$ cat src/fmc_pkg.sv
// shared constants, types and timing helpers for the ffsk/msk modem control block
package fmc_pkg;

	// clock rates in hertz
	localparam int unsigned CLK_HZ = 25000000;
	localparam int unsigned REF_LOW_HZ = 1008000;
	localparam int unsigned REF_HIGH_HZ = 4032000;

	// baud rates
	localparam int unsigned BAUD_SLOW = 1200;
	localparam int unsigned BAUD_MID = 2400;
	localparam int unsigned BAUD_FAST = 4800;

	// widths
	localparam int TICK_W = 12;
	localparam int NCO_W = 25;
	localparam int ADDR_W = 8;

	// register byte offsets
	localparam logic [7:0] ADDR_CTRL = 8'h00;
	localparam logic [7:0] ADDR_STATUS = 8'h04;
	localparam logic [7:0] ADDR_CDCFG = 8'h08;

	// axi responses
	localparam logic [1:0] RESP_OKAY = 2'h0;
	localparam logic [1:0] RESP_SLVERR = 2'h2;

	// carrier detect integrator and clock recovery tuning, reset values
	localparam logic [7:0] CD_THRESH_RST = 8'h80;
	localparam logic [7:0] CD_STEP_UP = 8'h04;
	localparam logic [7:0] CD_STEP_DOWN = 8'h08;
	localparam int DPLL_SHIFT = 4;

	typedef enum logic [1:0] {RATE_SLOW, RATE_MID, RATE_FAST} fmc_rate_t;

	// control register, bits 2:0
	typedef struct packed {
		logic refSel;
		logic highRate;
		logic lowRate;
	} fmc_cfg_t;

	// pull-up on low-rate select, pull-downs on the others
	localparam fmc_cfg_t CFG_RST = '{refSel: 1'b0, highRate: 1'b0, lowRate: 1'b1};

	// status register, bits 15:0
	typedef struct packed {
		logic [7:0] cdLevel;
		logic unsupported;
		logic [1:0] rate;
		logic txSync;
		logic retimed;
		logic raw;
		logic rxClock;
		logic carrierDetect;
	} fmc_status_t;

	// reference ticks per bit
	function automatic logic [TICK_W-1:0] bit_ticks(input fmc_rate_t rate, input logic refSel);
		int unsigned hz;
		int unsigned baud;
		hz = refSel ? REF_HIGH_HZ : REF_LOW_HZ;
		baud = (rate == RATE_SLOW) ? BAUD_SLOW : ((rate == RATE_MID) ? BAUD_MID : BAUD_FAST);
		return TICK_W'(hz / baud);
	endfunction

	// half-cycle of the one tone
	function automatic logic [TICK_W-1:0] mark_half(input fmc_rate_t rate, input logic [TICK_W-1:0] bitLen);
		return (rate == RATE_SLOW) ? (bitLen >> 1) : bitLen;
	endfunction

	// half-cycle of the zero tone
	function automatic logic [TICK_W-1:0] space_half(input fmc_rate_t rate, input logic [TICK_W-1:0] bitLen);
		return (rate == RATE_SLOW) ? TICK_W'(bitLen / 3) : (bitLen >> 1);
	endfunction

endpackage

$ cat src/fmc_modem.sv
// ffsk/msk modem control: rate selection, tx path, rx demodulation and axi4-lite registers
//
// Our own choices: the AXI4-Lite register port and the register offsets.
`timescale 1ns/1ns
`default_nettype none
// Functional notes
// - carrier detect high while valid tones received
// - rx clock is flywheel locked to data
// - low-rate set: 1200 baud, 1200/1800 Hz tones
// - both selects low: 2400 baud, 1200/2400 Hz
// - high-rate only with 4.032 MHz reference: 4800 baud, 2400/4800 Hz
// - reference select picks 4.032 or 1.008 MHz
// - selects reset to pull-up/pull-down defaults
// - transmitter runs while its low enable asserted
// - tx bit clock: one period per bit
// - rx enable high gives raw demodulated data
// - retimed data clocked by recovered clock
// - carrier detect from signal-versus-noise integration
// - rx powersave: retimed zero, others static
// - tx and rx enable independently
// - baud follows select and reference pins
// - tx off: bit clock high, tone undriven
module fmc_modem (
	// clock and reset
	input wire logic clk,
	input wire logic rst,
	// axi4-lite write channels
	input wire logic [fmc_pkg::ADDR_W-1:0] s_axi_awaddr,
	input wire logic s_axi_awvalid,
	output logic s_axi_awready,
	input wire logic [31:0] s_axi_wdata,
	input wire logic [3:0] s_axi_wstrb,
	input wire logic s_axi_wvalid,
	output logic s_axi_wready,
	output logic [1:0] s_axi_bresp,
	output logic s_axi_bvalid,
	input wire logic s_axi_bready,
	// axi4-lite read channels
	input wire logic [fmc_pkg::ADDR_W-1:0] s_axi_araddr,
	input wire logic s_axi_arvalid,
	output logic s_axi_arready,
	output logic [31:0] s_axi_rdata,
	output logic [1:0] s_axi_rresp,
	output logic s_axi_rvalid,
	input wire logic s_axi_rready,
	// transmit pins
	input wire logic transmitOnLow,
	input wire logic txData,
	output logic txSync,
	output logic txTone,
	output logic txToneOe,
	// receive pins
	input wire logic rxEnable,
	input wire logic rxSignal,
	output logic rawData,
	output logic retimedData,
	output logic rxClock,
	output logic carrierDetect
);
	localparam int W = fmc_pkg::TICK_W;

	fmc_pkg::fmc_cfg_t cfg_r;
	logic [7:0] cdThresh_r;
	logic [fmc_pkg::NCO_W-1:0] ncoAcc_r;
	logic refTick_r;
	fmc_pkg::fmc_rate_t rate;
	logic unsupported;
	logic [W-1:0] bitLen;
	logic [W-1:0] markLen;
	logic [W-1:0] spaceLen;
	logic txActive;

	// reference tick: shared divider chain for both sections
	logic [fmc_pkg::NCO_W-1:0] ncoInc;
	logic [fmc_pkg::NCO_W-1:0] ncoSum;
	assign ncoInc = cfg_r.refSel ? fmc_pkg::NCO_W'(fmc_pkg::REF_HIGH_HZ) : fmc_pkg::NCO_W'(fmc_pkg::REF_LOW_HZ);
	assign ncoSum = ncoAcc_r + ncoInc;

	always_ff @(posedge clk) begin
		if (rst) begin
			ncoAcc_r <= '0;
			refTick_r <= 1'b0;
		end else if (ncoSum >= fmc_pkg::NCO_W'(fmc_pkg::CLK_HZ)) begin
			ncoAcc_r <= ncoSum - fmc_pkg::NCO_W'(fmc_pkg::CLK_HZ);
			refTick_r <= 1'b1;
		end else begin
			ncoAcc_r <= ncoSum;
			refTick_r <= 1'b0;
		end
	end

	// baud selection from the three selects
	always_comb begin
		unsupported = 1'b0;
		if (cfg_r.lowRate) begin
			rate = fmc_pkg::RATE_SLOW;
		end else if (cfg_r.highRate && cfg_r.refSel) begin
			rate = fmc_pkg::RATE_FAST;
		end else begin
			rate = fmc_pkg::RATE_MID;
			unsupported = cfg_r.highRate;
		end
	end

	assign bitLen = fmc_pkg::bit_ticks(rate, cfg_r.refSel);
	assign markLen = fmc_pkg::mark_half(rate, bitLen);
	assign spaceLen = fmc_pkg::space_half(rate, bitLen);
	assign txActive = !transmitOnLow;

	fmc_tone_gen u_tone (
		.clk(clk),
		.rst(rst),
		.refTick(refTick_r),
		.bitLen(bitLen),
		.markLen(markLen),
		.spaceLen(spaceLen),
		.txActive(txActive),
		.txData(txData),
		.txSync(txSync),
		.txTone(txTone),
		.txToneOe(txToneOe)
	);

	// receive: half-cycle timing demodulator
	logic rxPrev_r;
	logic [W-1:0] interval_r;
	logic raw_r;
	logic rxEdge;
	logic intervalValid;
	logic [W:0] decideLevel;
	assign rxEdge = rxSignal != rxPrev_r;
	assign decideLevel = ({1'b0, markLen} + {1'b0, spaceLen}) >> 1;
	assign intervalValid = (interval_r >= spaceLen - (spaceLen >> 2)) && (interval_r <= markLen + (markLen >> 2));

	always_ff @(posedge clk) begin
		if (rst) begin
			rxPrev_r <= 1'b0;
			interval_r <= '0;
			raw_r <= 1'b0;
		end else if (rxEnable) begin
			rxPrev_r <= rxSignal;
			if (rxEdge) begin
				interval_r <= '0;
				raw_r <= {1'b0, interval_r} > decideLevel;
			end else if (refTick_r && interval_r < (markLen << 1)) begin
				interval_r <= interval_r + 1'b1;
			end else if (refTick_r) begin
				interval_r <= '0;
			end
		end
	end

	// carrier detect: integrate good half-cycles against noise and silence
	logic [7:0] cdInt_r;
	logic cd_r;
	logic silent;
	assign silent = refTick_r && !rxEdge && interval_r >= (markLen << 1);

	always_ff @(posedge clk) begin
		if (rst) begin
			cdInt_r <= '0;
		end else if (rxEnable) begin
			if (rxEdge && intervalValid) begin
				cdInt_r <= (cdInt_r > 8'hff - fmc_pkg::CD_STEP_UP) ? 8'hff : cdInt_r + fmc_pkg::CD_STEP_UP;
			end else if ((rxEdge && !intervalValid) || silent) begin
				cdInt_r <= (cdInt_r < fmc_pkg::CD_STEP_DOWN) ? 8'h00 : cdInt_r - fmc_pkg::CD_STEP_DOWN;
			end
		end
	end

	always_ff @(posedge clk) begin
		if (rst) begin
			cd_r <= 1'b0;
		end else if (rxEnable) begin
			cd_r <= cdInt_r >= cdThresh_r;
		end
	end

	// flywheel clock recovery: nudge phase toward data transitions
	logic [W-1:0] phase_r;
	logic rawPrev_r;
	logic rxClk_r;
	logic retimed_r;
	logic [W-1:0] step;
	logic [W-1:0] halfBit;
	logic [W-1:0] phaseInc;
	assign step = bitLen >> fmc_pkg::DPLL_SHIFT;
	assign halfBit = bitLen >> 1;
	assign phaseInc = (phase_r >= bitLen - 1'b1) ? '0 : phase_r + 1'b1;

	always_ff @(posedge clk) begin
		if (rst) begin
			phase_r <= '0;
			rawPrev_r <= 1'b0;
		end else if (rxEnable) begin
			rawPrev_r <= raw_r;
			if (raw_r != rawPrev_r && phase_r < halfBit) begin
				phase_r <= (phase_r > step) ? phase_r - step : '0;
			end else if (raw_r != rawPrev_r) begin
				phase_r <= (phase_r + step >= bitLen) ? '0 : phase_r + step;
			end else if (refTick_r) begin
				phase_r <= phaseInc;
			end
		end
	end

	always_ff @(posedge clk) begin
		if (rst) begin
			rxClk_r <= 1'b0;
		end else if (rxEnable) begin
			rxClk_r <= phase_r >= halfBit;
		end
	end

	always_ff @(posedge clk) begin
		if (rst || !rxEnable) begin
			retimed_r <= 1'b0;
		end else if (refTick_r && phase_r == halfBit) begin
			retimed_r <= raw_r;
		end
	end

	assign rawData = raw_r;
	assign retimedData = retimed_r;
	assign rxClock = rxClk_r;
	assign carrierDetect = cd_r;

	// axi4-lite slave
	logic awGot_r;
	logic wGot_r;
	logic [fmc_pkg::ADDR_W-1:0] awAddr_r;
	logic [31:0] wData_r;
	logic [3:0] wStrb_r;
	logic bvalid_r;
	logic [1:0] bresp_r;
	logic rvalid_r;
	logic [31:0] rdata_r;
	logic [1:0] rresp_r;
	fmc_pkg::fmc_status_t status;

	assign s_axi_awready = !awGot_r && !bvalid_r;
	assign s_axi_wready = !wGot_r && !bvalid_r;
	assign s_axi_arready = !rvalid_r;
	assign s_axi_bvalid = bvalid_r;
	assign s_axi_bresp = bresp_r;
	assign s_axi_rvalid = rvalid_r;
	assign s_axi_rdata = rdata_r;
	assign s_axi_rresp = rresp_r;

	assign status = '{cdLevel: cdInt_r, unsupported: unsupported, rate: rate, txSync: txSync,
		retimed: retimed_r, raw: raw_r, rxClock: rxClk_r, carrierDetect: cd_r};

	always_ff @(posedge clk) begin
		if (rst) begin
			awGot_r <= 1'b0;
			wGot_r <= 1'b0;
			awAddr_r <= '0;
			wData_r <= '0;
			wStrb_r <= '0;
		end else if (awGot_r && wGot_r) begin
			awGot_r <= 1'b0;
			wGot_r <= 1'b0;
		end else begin
			if (s_axi_awvalid && s_axi_awready) begin
				awGot_r <= 1'b1;
				awAddr_r <= s_axi_awaddr;
			end
			if (s_axi_wvalid && s_axi_wready) begin
				wGot_r <= 1'b1;
				wData_r <= s_axi_wdata;
				wStrb_r <= s_axi_wstrb;
			end
		end
	end

	always_ff @(posedge clk) begin
		if (rst) begin
			cfg_r <= fmc_pkg::CFG_RST;
			cdThresh_r <= fmc_pkg::CD_THRESH_RST;
			bvalid_r <= 1'b0;
			bresp_r <= fmc_pkg::RESP_OKAY;
		end else if (awGot_r && wGot_r) begin
			bvalid_r <= 1'b1;
			bresp_r <= fmc_pkg::RESP_OKAY;
			if (awAddr_r == fmc_pkg::ADDR_CTRL && wStrb_r[0]) begin
				cfg_r <= wData_r[2:0];
			end else if (awAddr_r == fmc_pkg::ADDR_CDCFG && wStrb_r[0]) begin
				cdThresh_r <= wData_r[7:0];
			end else if (awAddr_r != fmc_pkg::ADDR_CTRL && awAddr_r != fmc_pkg::ADDR_CDCFG) begin
				bresp_r <= fmc_pkg::RESP_SLVERR;
			end
		end else if (bvalid_r && s_axi_bready) begin
			bvalid_r <= 1'b0;
		end
	end

	always_ff @(posedge clk) begin
		if (rst) begin
			rvalid_r <= 1'b0;
			rdata_r <= '0;
			rresp_r <= fmc_pkg::RESP_OKAY;
		end else if (s_axi_arvalid && s_axi_arready) begin
			rvalid_r <= 1'b1;
			rresp_r <= fmc_pkg::RESP_OKAY;
			unique case (s_axi_araddr)
				fmc_pkg::ADDR_CTRL: rdata_r <= {29'h0, cfg_r};
				fmc_pkg::ADDR_STATUS: rdata_r <= {16'h0, status};
				fmc_pkg::ADDR_CDCFG: rdata_r <= {24'h0, cdThresh_r};
				default: begin
					rdata_r <= '0;
					rresp_r <= fmc_pkg::RESP_SLVERR;
				end
			endcase
		end else if (rvalid_r && s_axi_rready) begin
			rvalid_r <= 1'b0;
		end
	end
endmodule
`default_nettype wire

$ cat src/fmc_tone_gen.sv
// transmit bit timing, data intake and phase-continuous tone generation
`timescale 1ns/1ns
`default_nettype none
module fmc_tone_gen (
	// clock and reset
	input wire logic clk,
	input wire logic rst,
	// timing from the shared dividers
	input wire logic refTick,
	input wire logic [fmc_pkg::TICK_W-1:0] bitLen,
	input wire logic [fmc_pkg::TICK_W-1:0] markLen,
	input wire logic [fmc_pkg::TICK_W-1:0] spaceLen,
	// host side
	input wire logic txActive,
	input wire logic txData,
	// line side
	output logic txSync,
	output logic txTone,
	output logic txToneOe
);
	logic [fmc_pkg::TICK_W-1:0] bitCnt_r;
	logic [fmc_pkg::TICK_W-1:0] halfCnt_r;
	logic curBit_r;
	logic tone_r;
	logic sync_r;
	logic oe_r;
	logic [fmc_pkg::TICK_W-1:0] halfLen;
	logic bitEnd;
	logic halfEnd;

	assign halfLen = curBit_r ? markLen : spaceLen;
	assign bitEnd = bitCnt_r >= bitLen - 1'b1;
	assign halfEnd = halfCnt_r >= halfLen - 1'b1;

	always_ff @(posedge clk) begin
		if (rst || !txActive) begin
			bitCnt_r <= '0;
		end else if (refTick) begin
			bitCnt_r <= bitEnd ? '0 : bitCnt_r + 1'b1;
		end
	end

	// a bit edge always ends the current half-cycle, so tone changes land on crossings
	always_ff @(posedge clk) begin
		if (rst || !txActive) begin
			halfCnt_r <= '0;
			tone_r <= 1'b0;
		end else if (refTick) begin
			halfCnt_r <= (halfEnd || bitEnd) ? '0 : halfCnt_r + 1'b1;
			if (halfEnd || bitEnd) begin
				tone_r <= ~tone_r;
			end
		end
	end

	// one sample per bit, taken as the bit clock rises
	always_ff @(posedge clk) begin
		if (rst) begin
			curBit_r <= 1'b1;
		end else if (!txActive || (refTick && bitEnd)) begin
			curBit_r <= txData;
		end
	end

	always_ff @(posedge clk) begin
		if (rst || !txActive) begin
			sync_r <= 1'b1;
			oe_r <= 1'b0;
		end else begin
			sync_r <= bitCnt_r < (bitLen >> 1);
			oe_r <= 1'b1;
		end
	end

	assign txSync = sync_r;
	assign txTone = tone_r;
	assign txToneOe = oe_r;
endmodule
`default_nettype wire

$ cat config.mk
export PLATFORM = sky130hd
export DESIGN_NAME = fmc_modem
export DESIGN_NICKNAME = d
export VERILOG_FILES = /design/src/fmc_pkg.sv /design/src/fmc_modem.sv /design/src/fmc_tone_gen.sv
export SDC_FILE = /design/constraint.sdc
export NUM_CORES = 1
export LEC_CHECK = 0
export ABC_AREA = 1
export CORE_MARGIN = 2
export CORE_UTILIZATION = 55
export CTS_CLUSTER_DIAMETER = 40
export DETAILED_ROUTE_END_ITERATION = 10
export DONT_BUFFER_PORTS = 1
export PLACE_DENSITY = 0.75
export SLEW_MARGIN = 20
export SYNTH_ARGS = -nofsm -noshare
export SYNTH_HDL_FRONTEND = slang
export SYNTH_SLANG_ARGS = --single-unit
$ cat constraint.sdc
create_clock -name clk -period 71.6 [get_ports clk]
set_clock_uncertainty 0.1 [all_clocks]
set_input_delay 7.16 -clock clk [delete_from_list [all_inputs] [get_ports clk]]
set_output_delay 7.16 -clock clk [all_outputs]
set_load 0.05 [all_outputs]
# == Yosys cells after proc, flatten, opt, wreduce, memory -nomap -nowiden ==
# Index checks and enable logic that the tools add are counted.
# word_totals
register_bits,160
inputBits,63
out_inout_bits,48
elab_cells,167
# op_classes
addsub,15
div_mod_pow,2
n_lt_le_gt_ge,17
eq_ne,8
n_mux,38
bitwise,3
n_reduce_logical,53
# ops
operator,n
12-bit 2-to-1 mux,14
12-bit >= comparator,6
"12-bit by 1-bit adder with 12-bit output, second input constant",4
16-bit one-hot mux with 3 select lines,1
22-bit 2-to-1 mux,2
"12-bit by 2-bit divider with 32-bit output, second input constant",1
32-bit by 32-bit divider with 32-bit output,1
8-bit 2-to-1 mux,4
13-bit 2-to-1 mux,2
25-bit by 22-bit adder with 25-bit output,1
"25-bit >= comparator, second input constant",1
25-bit 2-to-1 mux,1
"25-bit subtractor, second input constant",1
12-bit by 11-bit < comparator with 1-bit output,2
"12-bit by 1-bit subtractor with 12-bit output, second input constant",2
1-bit logical AND,21
"8-bit by 4-bit equality test with 1-bit output, second input constant",2
8-bit zero test,2
2-bit AND reduction,8
12-bit by 12-bit adder with 13-bit output,1
12-bit by 10-bit adder with 12-bit output,1
12-bit by 8-bit adder with 12-bit output,1
12-bit by 11-bit equality test with 1-bit output,1
12-bit by 11-bit >= comparator with 1-bit output,1
27 further kinds,55

# == Longest topological paths before layout ==
# depth
word_depth,17
mapped_depth,224
depth_no_buf,210

# == Modules after synthesis ==
# A second synthesis with hierarchy kept.
# hier_totals
cells_unflattened,4640
hier_area_um2,28776.3
# by_module_without_submodules
module,instances,cells_each,area_each_um2,seq_area_each_um2
fmc_modem,1,4249,26096.3,2122.0
fmc_tone_gen,1,391,2680.1,560.5

# == Worst setup path before layout ==
# No wires, ideal clock.
# synth_timing
path_type,register to register
start,register cfg_r[2] in the netlist's numbering
end,register u_tone.halfCnt_r[8] in the netlist's numbering
setup_ps,80
arrival_time_ps,27257
required_time_ps,71420
slack_ps,44163
path_stages_with_launch,202
path_buffers,17
synth_period_minus_slack_ps,27437
cell_sequence,dfxtp_1 > buf_4 > nand2_4 > inv_1 > nor2_1 > clkbuf_1 > inv_1 > ha_1 > nand2_1 > nor3_1 > nand2_1 > nand2_1 > inv_1 > nor2_1 > ha_1 > nand2_1 > inv_1 > nand2_1 > [... 166 more ...] > nor2_1 > nand3_2 > nand2_2 > nand2_2 > nand2_4 > ha_1 > nand3_1 > nor3_1 > xnor2_1 > ha_1 > nand4_1 > o221a_2 > o21ai_0 > a21o_1 > a211oi_1 > o21ai_0 > clkbuf_1 > nor3b_1
# synth_via
elab_chain_cells,14
elab_cells_between_ends,19
classes_between,2 x add/sub; 2 x div; 2 x order compare; 1 x eq/ne; 9 x mux; 3 x reduce/logical
# synth_rtl
item,line,source
"start, declared",fmc_modem.sv:62,fmc_pkg::fmc_cfg_t cfg_r;
"start signal, assigned",fmc_modem.sv:278,cfg_r <= fmc_pkg::CFG_RST;
"start signal, assigned",fmc_modem.sv:286,cfg_r <= wData_r[2:0];
1-bit logical AND,fmc_modem.sv:97,end else if (cfg_r.highRate && cfg_r.refSel) begin
2-bit 2-to-1 mux,fmc_modem.sv:97,
2-bit 2-to-1 mux,fmc_modem.sv:95,if (cfg_r.lowRate) begin
2-bit by 1-bit equality test with 1-bit output,fmc_pkg.sv:63,baud = (rate == RATE_SLOW) ? BAUD_SLOW : ((rate == RATE_MID) ? BAUD_MID : BAUD_FAST);
13-bit 2-to-1 mux (2 in series),fmc_pkg.sv:63,
32-bit by 32-bit divider with 32-bit output,fmc_pkg.sv:64,return TICK_W'(hz / baud);
12-bit by 2-bit divider with 32-bit output,fmc_pkg.sv:74,return (rate == RATE_SLOW) ? TICK_W'(bitLen / 3) : (bitLen >> 1);
12-bit 2-to-1 mux,fmc_pkg.sv:74,
12-bit 2-to-1 mux,fmc_tone_gen.sv:31,assign halfLen = curBit_r ? markLen : spaceLen;
12-bit by 1-bit subtractor with 12-bit output,fmc_tone_gen.sv:33,assign halfEnd = halfCnt_r >= halfLen - 1'b1;
12-bit >= comparator,fmc_tone_gen.sv:33,
1-bit logical OR (*),fmc_tone_gen.sv:49,halfCnt_r <= (halfEnd || bitEnd) ? '0 : halfCnt_r + 1'b1;
12-bit 2-to-1 mux (*),fmc_tone_gen.sv:49,
"end signal, assigned",fmc_tone_gen.sv:49,
"end, declared",fmc_tone_gen.sv:22,logic [fmc_pkg::TICK_W-1:0] halfCnt_r;
# Mark *: on every way between the ends. The rest lies on a longest branch, timed or not.
# A chain may end at the register's enable or synchronous reset.

# == Final worst setup path ==
# layout_timing
start,register cfg_r[2] in the netlist's numbering
end,register cdInt_r[0]
# layout_via
elab_chain_cells,17
elab_cells_between_ends,26
classes_between,2 x add/sub; 2 x div; 3 x order compare; 1 x eq/ne; 8 x mux; 10 x reduce/logical
# layout_rtl
item,line,source
1-bit logical AND,fmc_modem.sv:97,
2-bit 2-to-1 mux,fmc_modem.sv:97,
2-bit 2-to-1 mux,fmc_modem.sv:95,
2-bit by 1-bit equality test with 1-bit output,fmc_pkg.sv:63,
13-bit 2-to-1 mux (2 in series),fmc_pkg.sv:63,
32-bit by 32-bit divider with 32-bit output,fmc_pkg.sv:64,
12-bit by 2-bit divider with 32-bit output,fmc_pkg.sv:74,
12-bit 2-to-1 mux,fmc_pkg.sv:74,
12-bit by 10-bit subtractor with 12-bit output,fmc_modem.sv:133,assign intervalValid = (interval_r >= spaceLen - (spaceLen >> 2)) && (interval_r <= markLen + (markLen >> 2));
12-bit >= comparator,fmc_modem.sv:133,
1-bit logical AND,fmc_modem.sv:133,
1-bit zero test,fmc_modem.sv:165,end else if ((rxEdge && !intervalValid) || silent) begin
1-bit logical AND,fmc_modem.sv:165,
1-bit logical OR,fmc_modem.sv:165,
2-bit nonzero test (no line),n/a,
2-bit AND reduction (no line),n/a,
"end signal, assigned",fmc_modem.sv:164,cdInt_r <= (cdInt_r > 8'hff - fmc_pkg::CD_STEP_UP) ? 8'hff : cdInt_r + fmc_pkg::CD_STEP_UP;
"end signal, assigned",fmc_modem.sv:166,cdInt_r <= (cdInt_r < fmc_pkg::CD_STEP_DOWN) ? 8'h00 : cdInt_r - fmc_pkg::CD_STEP_DOWN;
"end, declared",fmc_modem.sv:154,logic [7:0] cdInt_r;
# Several ways; a longest one is shown, not always the timed one.

==> flow_summary.ini <==
[setup_path]
endpoint_type_of_the_worst_setup_path = register
arrival_time_reported_for_the_critical_path_endpoint_ns = 31.33
criticalPathCategory = reg -> reg
delay_of_the_slowest_cell_on_the_worst_path_ns = 0.61
cpMaxStageDelayCell = sky130_fd_sc_hd__nor2_2
critical_path.most_common_cell = sky130_fd_sc_hd__nand2_1
required_ns = 71.83
path_max_fanout = 32
start_kind = register

[drt]
topRoutingLayerUsed = met4
met1_length_microns = 28200
route.met3.wl_microns = 4520
antenna_violating_nets_post_route = 0
wl_met2_microns = 27900
wl_per_cell_microns = 15.3
drt-vias-per-instance = 5.62
routed-via-count = 22900
route.final.wire_length_microns = 62600
first_pass_iters = 5
detail_route.iter0.violations = 1855
remaining_drc_errors = 0

[logic_synthesis]
postSynthRegisterBits = 134
syn-cell-area_sq_um = 22000
netlist_instances = 3577
asyncSetResetFlopFracSynth_pct = 0
synth.yosys.warnings = 0
synth_top_flop_cell = sky130_fd_sc_hd__dfxtp_1
synthDistinctLibCells = 76
synth-edff-count = 0
avgSynthCellArea_sq_um = 6.14
seq_area_frac_synth_pct = 12.2

[timing]
slew-limit-headroom_pct = 33.0
grt_setup_unrepaired = false
timing.final.crit_period_ns = 31.09
clock.fmax_mhz = 32.2
slew_viol_final = 0
layout_worst_path_cycle_share_pct = 43.4
setup_violations = 0
fin_setup_tns_ns = 0
max_slew.worst_pin.slew_ns = 1.00
report.final.hold_viol_count = 0

[run]
cap_violations = 0

[floorplan]
coreArea_sq_um = 39500
number_of_top_level_pins = 111
fp.dieArea_sq_um = 41500
floorplan.initialDensity_pct = 55.5
fp.dieW_microns = 204
row_count = 73
chipHeight_microns = 204

[global_routing]
antenna_found_initial = 0
grt_start_max_net_pins = 70
grt_pass1_wl_microns = 104000
global_route.overflow_total = 0
number_of_global_route_vias_before_repair = 21100
grt.total_usage_pct = 30.2

[cts]
hold_buf_count_cts = 0
clock_latency_ns = 0.43
htree_levels = 4
tritoncts_clock_tree = yes
cts_setup_buffers = 0
clock_path_buffers = 2
cts.reportedPaths.clkPinSlew_ns = 0.06
cts_resized = 0
clock-root-buffer = sky130_fd_sc_hd__clkbuf_16
clkSinkCount = 134
cts-buffers-inserted = 17

[outcome]
status = completed

[placed_design]
placement.io_buffers = 0
dp_hpwl_microns = 47900
dp_cells = 4053
place_area_sq_um = 22300
gp_routability_congestion = 0.957

[layout]
design.final.nets = 3909
num_antenna_cells = 0
layout.cells.most_common = sky130_fd_sc_hd__nand2_1
design_area_sq_um = 22900
final_cells = 4085
finish.utilization_pct = 57.9
layout-drive-gt1-share_pct = 6.07
num-fill-cells = 3951
area.growth.synth_to_final_pct = 4.33
layout_common_cells = 830 x sky130_fd_sc_hd__nand2_1, 463 x sky130_fd_sc_hd__inv_1, 338 x sky130_fd_sc_hd__nor2_1

[min_path]
hold_class = reg -> reg
-- final timing paths --
path / startpoint / end / slack [ns] / cells past startpoint
setup / recovery: cfg_r[2]$_SDFFE_PP0P_ / cdInt_r[0]$_SDFFE_PP0P_ / 40.51 / 187
hold / removal: wStrb_r[0]$_SDFFE_PP0P_ / wStrb_r[0]$_SDFFE_PP0P_ / 0.37 / 2
setup reg to reg: cfg_r[2]$_SDFFE_PP0P_ / cdInt_r[0]$_SDFFE_PP0P_ / 40.51 / 187
hold reg to reg: wStrb_r[0]$_SDFFE_PP0P_ / wStrb_r[0]$_SDFFE_PP0P_ / 0.37 / 2
-- layer usage --
layer	track usage, %	vias up
met5	0	-
met4	9.78	0
met3	3.93	151
met2	50.0	753
met1	40.6	10200
li1	-	11800
-- through the flow --
stage / hold slack, ns / setup WS [ns]
2_1_floorplan: 0.330 / 44.16
3_3_place_gp: 0.359 / 40.25
3_5_place_dp: 0.361 / 40.52
4_1_cts: 0.371 / 40.42
5_1_grt: 0.404 / 37.00
6_report: 0.374 / 40.51
-- area by class of cell --
| cell class | count | area, sq um | area share, % |
|---|---|---|---|
| Multi-Input combinational cell | 2852 | 16900 | 73.6 |
| Timing Repair Buffer | 24 | 180 | 0.787 |
| Sequential cell | 134 | 2680 | 11.7 |
| Clock buffer | 18 | 429 | 1.87 |
| Inverter | 518 | 1950 | 8.51 |
| Tap cell | 525 | 657 | 2.87 |
| Clock inverter | 14 | 140 | 0.612 |
-- registers in the layout, summed over array words and instances, names as in the netlist, 3 cells and up --
name	flops
s_axi_rdata	15
phase_r	12
wData_r	8
u_tone.halfCnt_r	12
cfg_r	3
cdThresh_r	8
cdInt_r	7
interval_r	12
awAddr_r	8
u_tone.bitCnt_r	12
ncoAcc_r	19
-- cells by family after synthesis --
family / after synthesis / synth area share (%)
and+or+nand+nor: 1688 / 34.8
AOI/OAI and AO/OA: 671 / 17.8
buffers and inverters: 622 / 11.5
adders and majority gates: 299 / 17.2
xor gates and xnor gates: 161 / 6.46
DFF: 134 / 12.2
other: 2 / 0.0342
-- Yosys cell counts (27+ instances only) --
| library cell | instances | area (sq um) |
|---|---|---|
| sky130_fd_sc_hd__a21oi_1 | 231 | 1160 |
| sky130_fd_sc_hd__xnor2_1 | 37 | 324 |
| sky130_fd_sc_hd__nand3_1 | 214 | 1070 |
| sky130_fd_sc_hd__inv_2 | 35 | 131 |
| sky130_fd_sc_hd__clkbuf_1 | 50 | 188 |
| sky130_fd_sc_hd__o21ai_1 | 31 | 155 |
| sky130_fd_sc_hd__inv_1 | 464 | 1740 |
| sky130_fd_sc_hd__nand2_1 | 830 | 3120 |
| sky130_fd_sc_hd__dfxtp_1 | 134 | 2680 |
| sky130_fd_sc_hd__xor2_1 | 123 | 1080 |
| sky130_fd_sc_hd__o211ai_1 | 36 | 270 |
| sky130_fd_sc_hd__buf_4 | 27 | 203 |
| sky130_fd_sc_hd__o21ai_0 | 220 | 1100 |
| sky130_fd_sc_hd__nand2_2 | 30 | 188 |
| sky130_fd_sc_hd__nand4_1 | 86 | 538 |
| sky130_fd_sc_hd__nor3_1 | 57 | 285 |
| sky130_fd_sc_hd__ha_1 | 295 | 3690 |
| sky130_fd_sc_hd__nor2_1 | 341 | 1280 |
-- worst max-delay path: cells and delay by family (launching register included) --
family | cells | cell delay (ns)
adder cells (fa/ha/maj) | 16 | 5.25
flip-flops | 1 | 0.31
AO/OA/AOI/OAI | 37 | 6.94
XOR/XNOR | 1 | 0.18
AND/OR/NAND/NOR | 104 | 14.79
buffers and inverters | 29 | 3.33
Power is not shown: default switching activity piles up to over one toggle a cycle in this logic, so the estimate is an artifact.
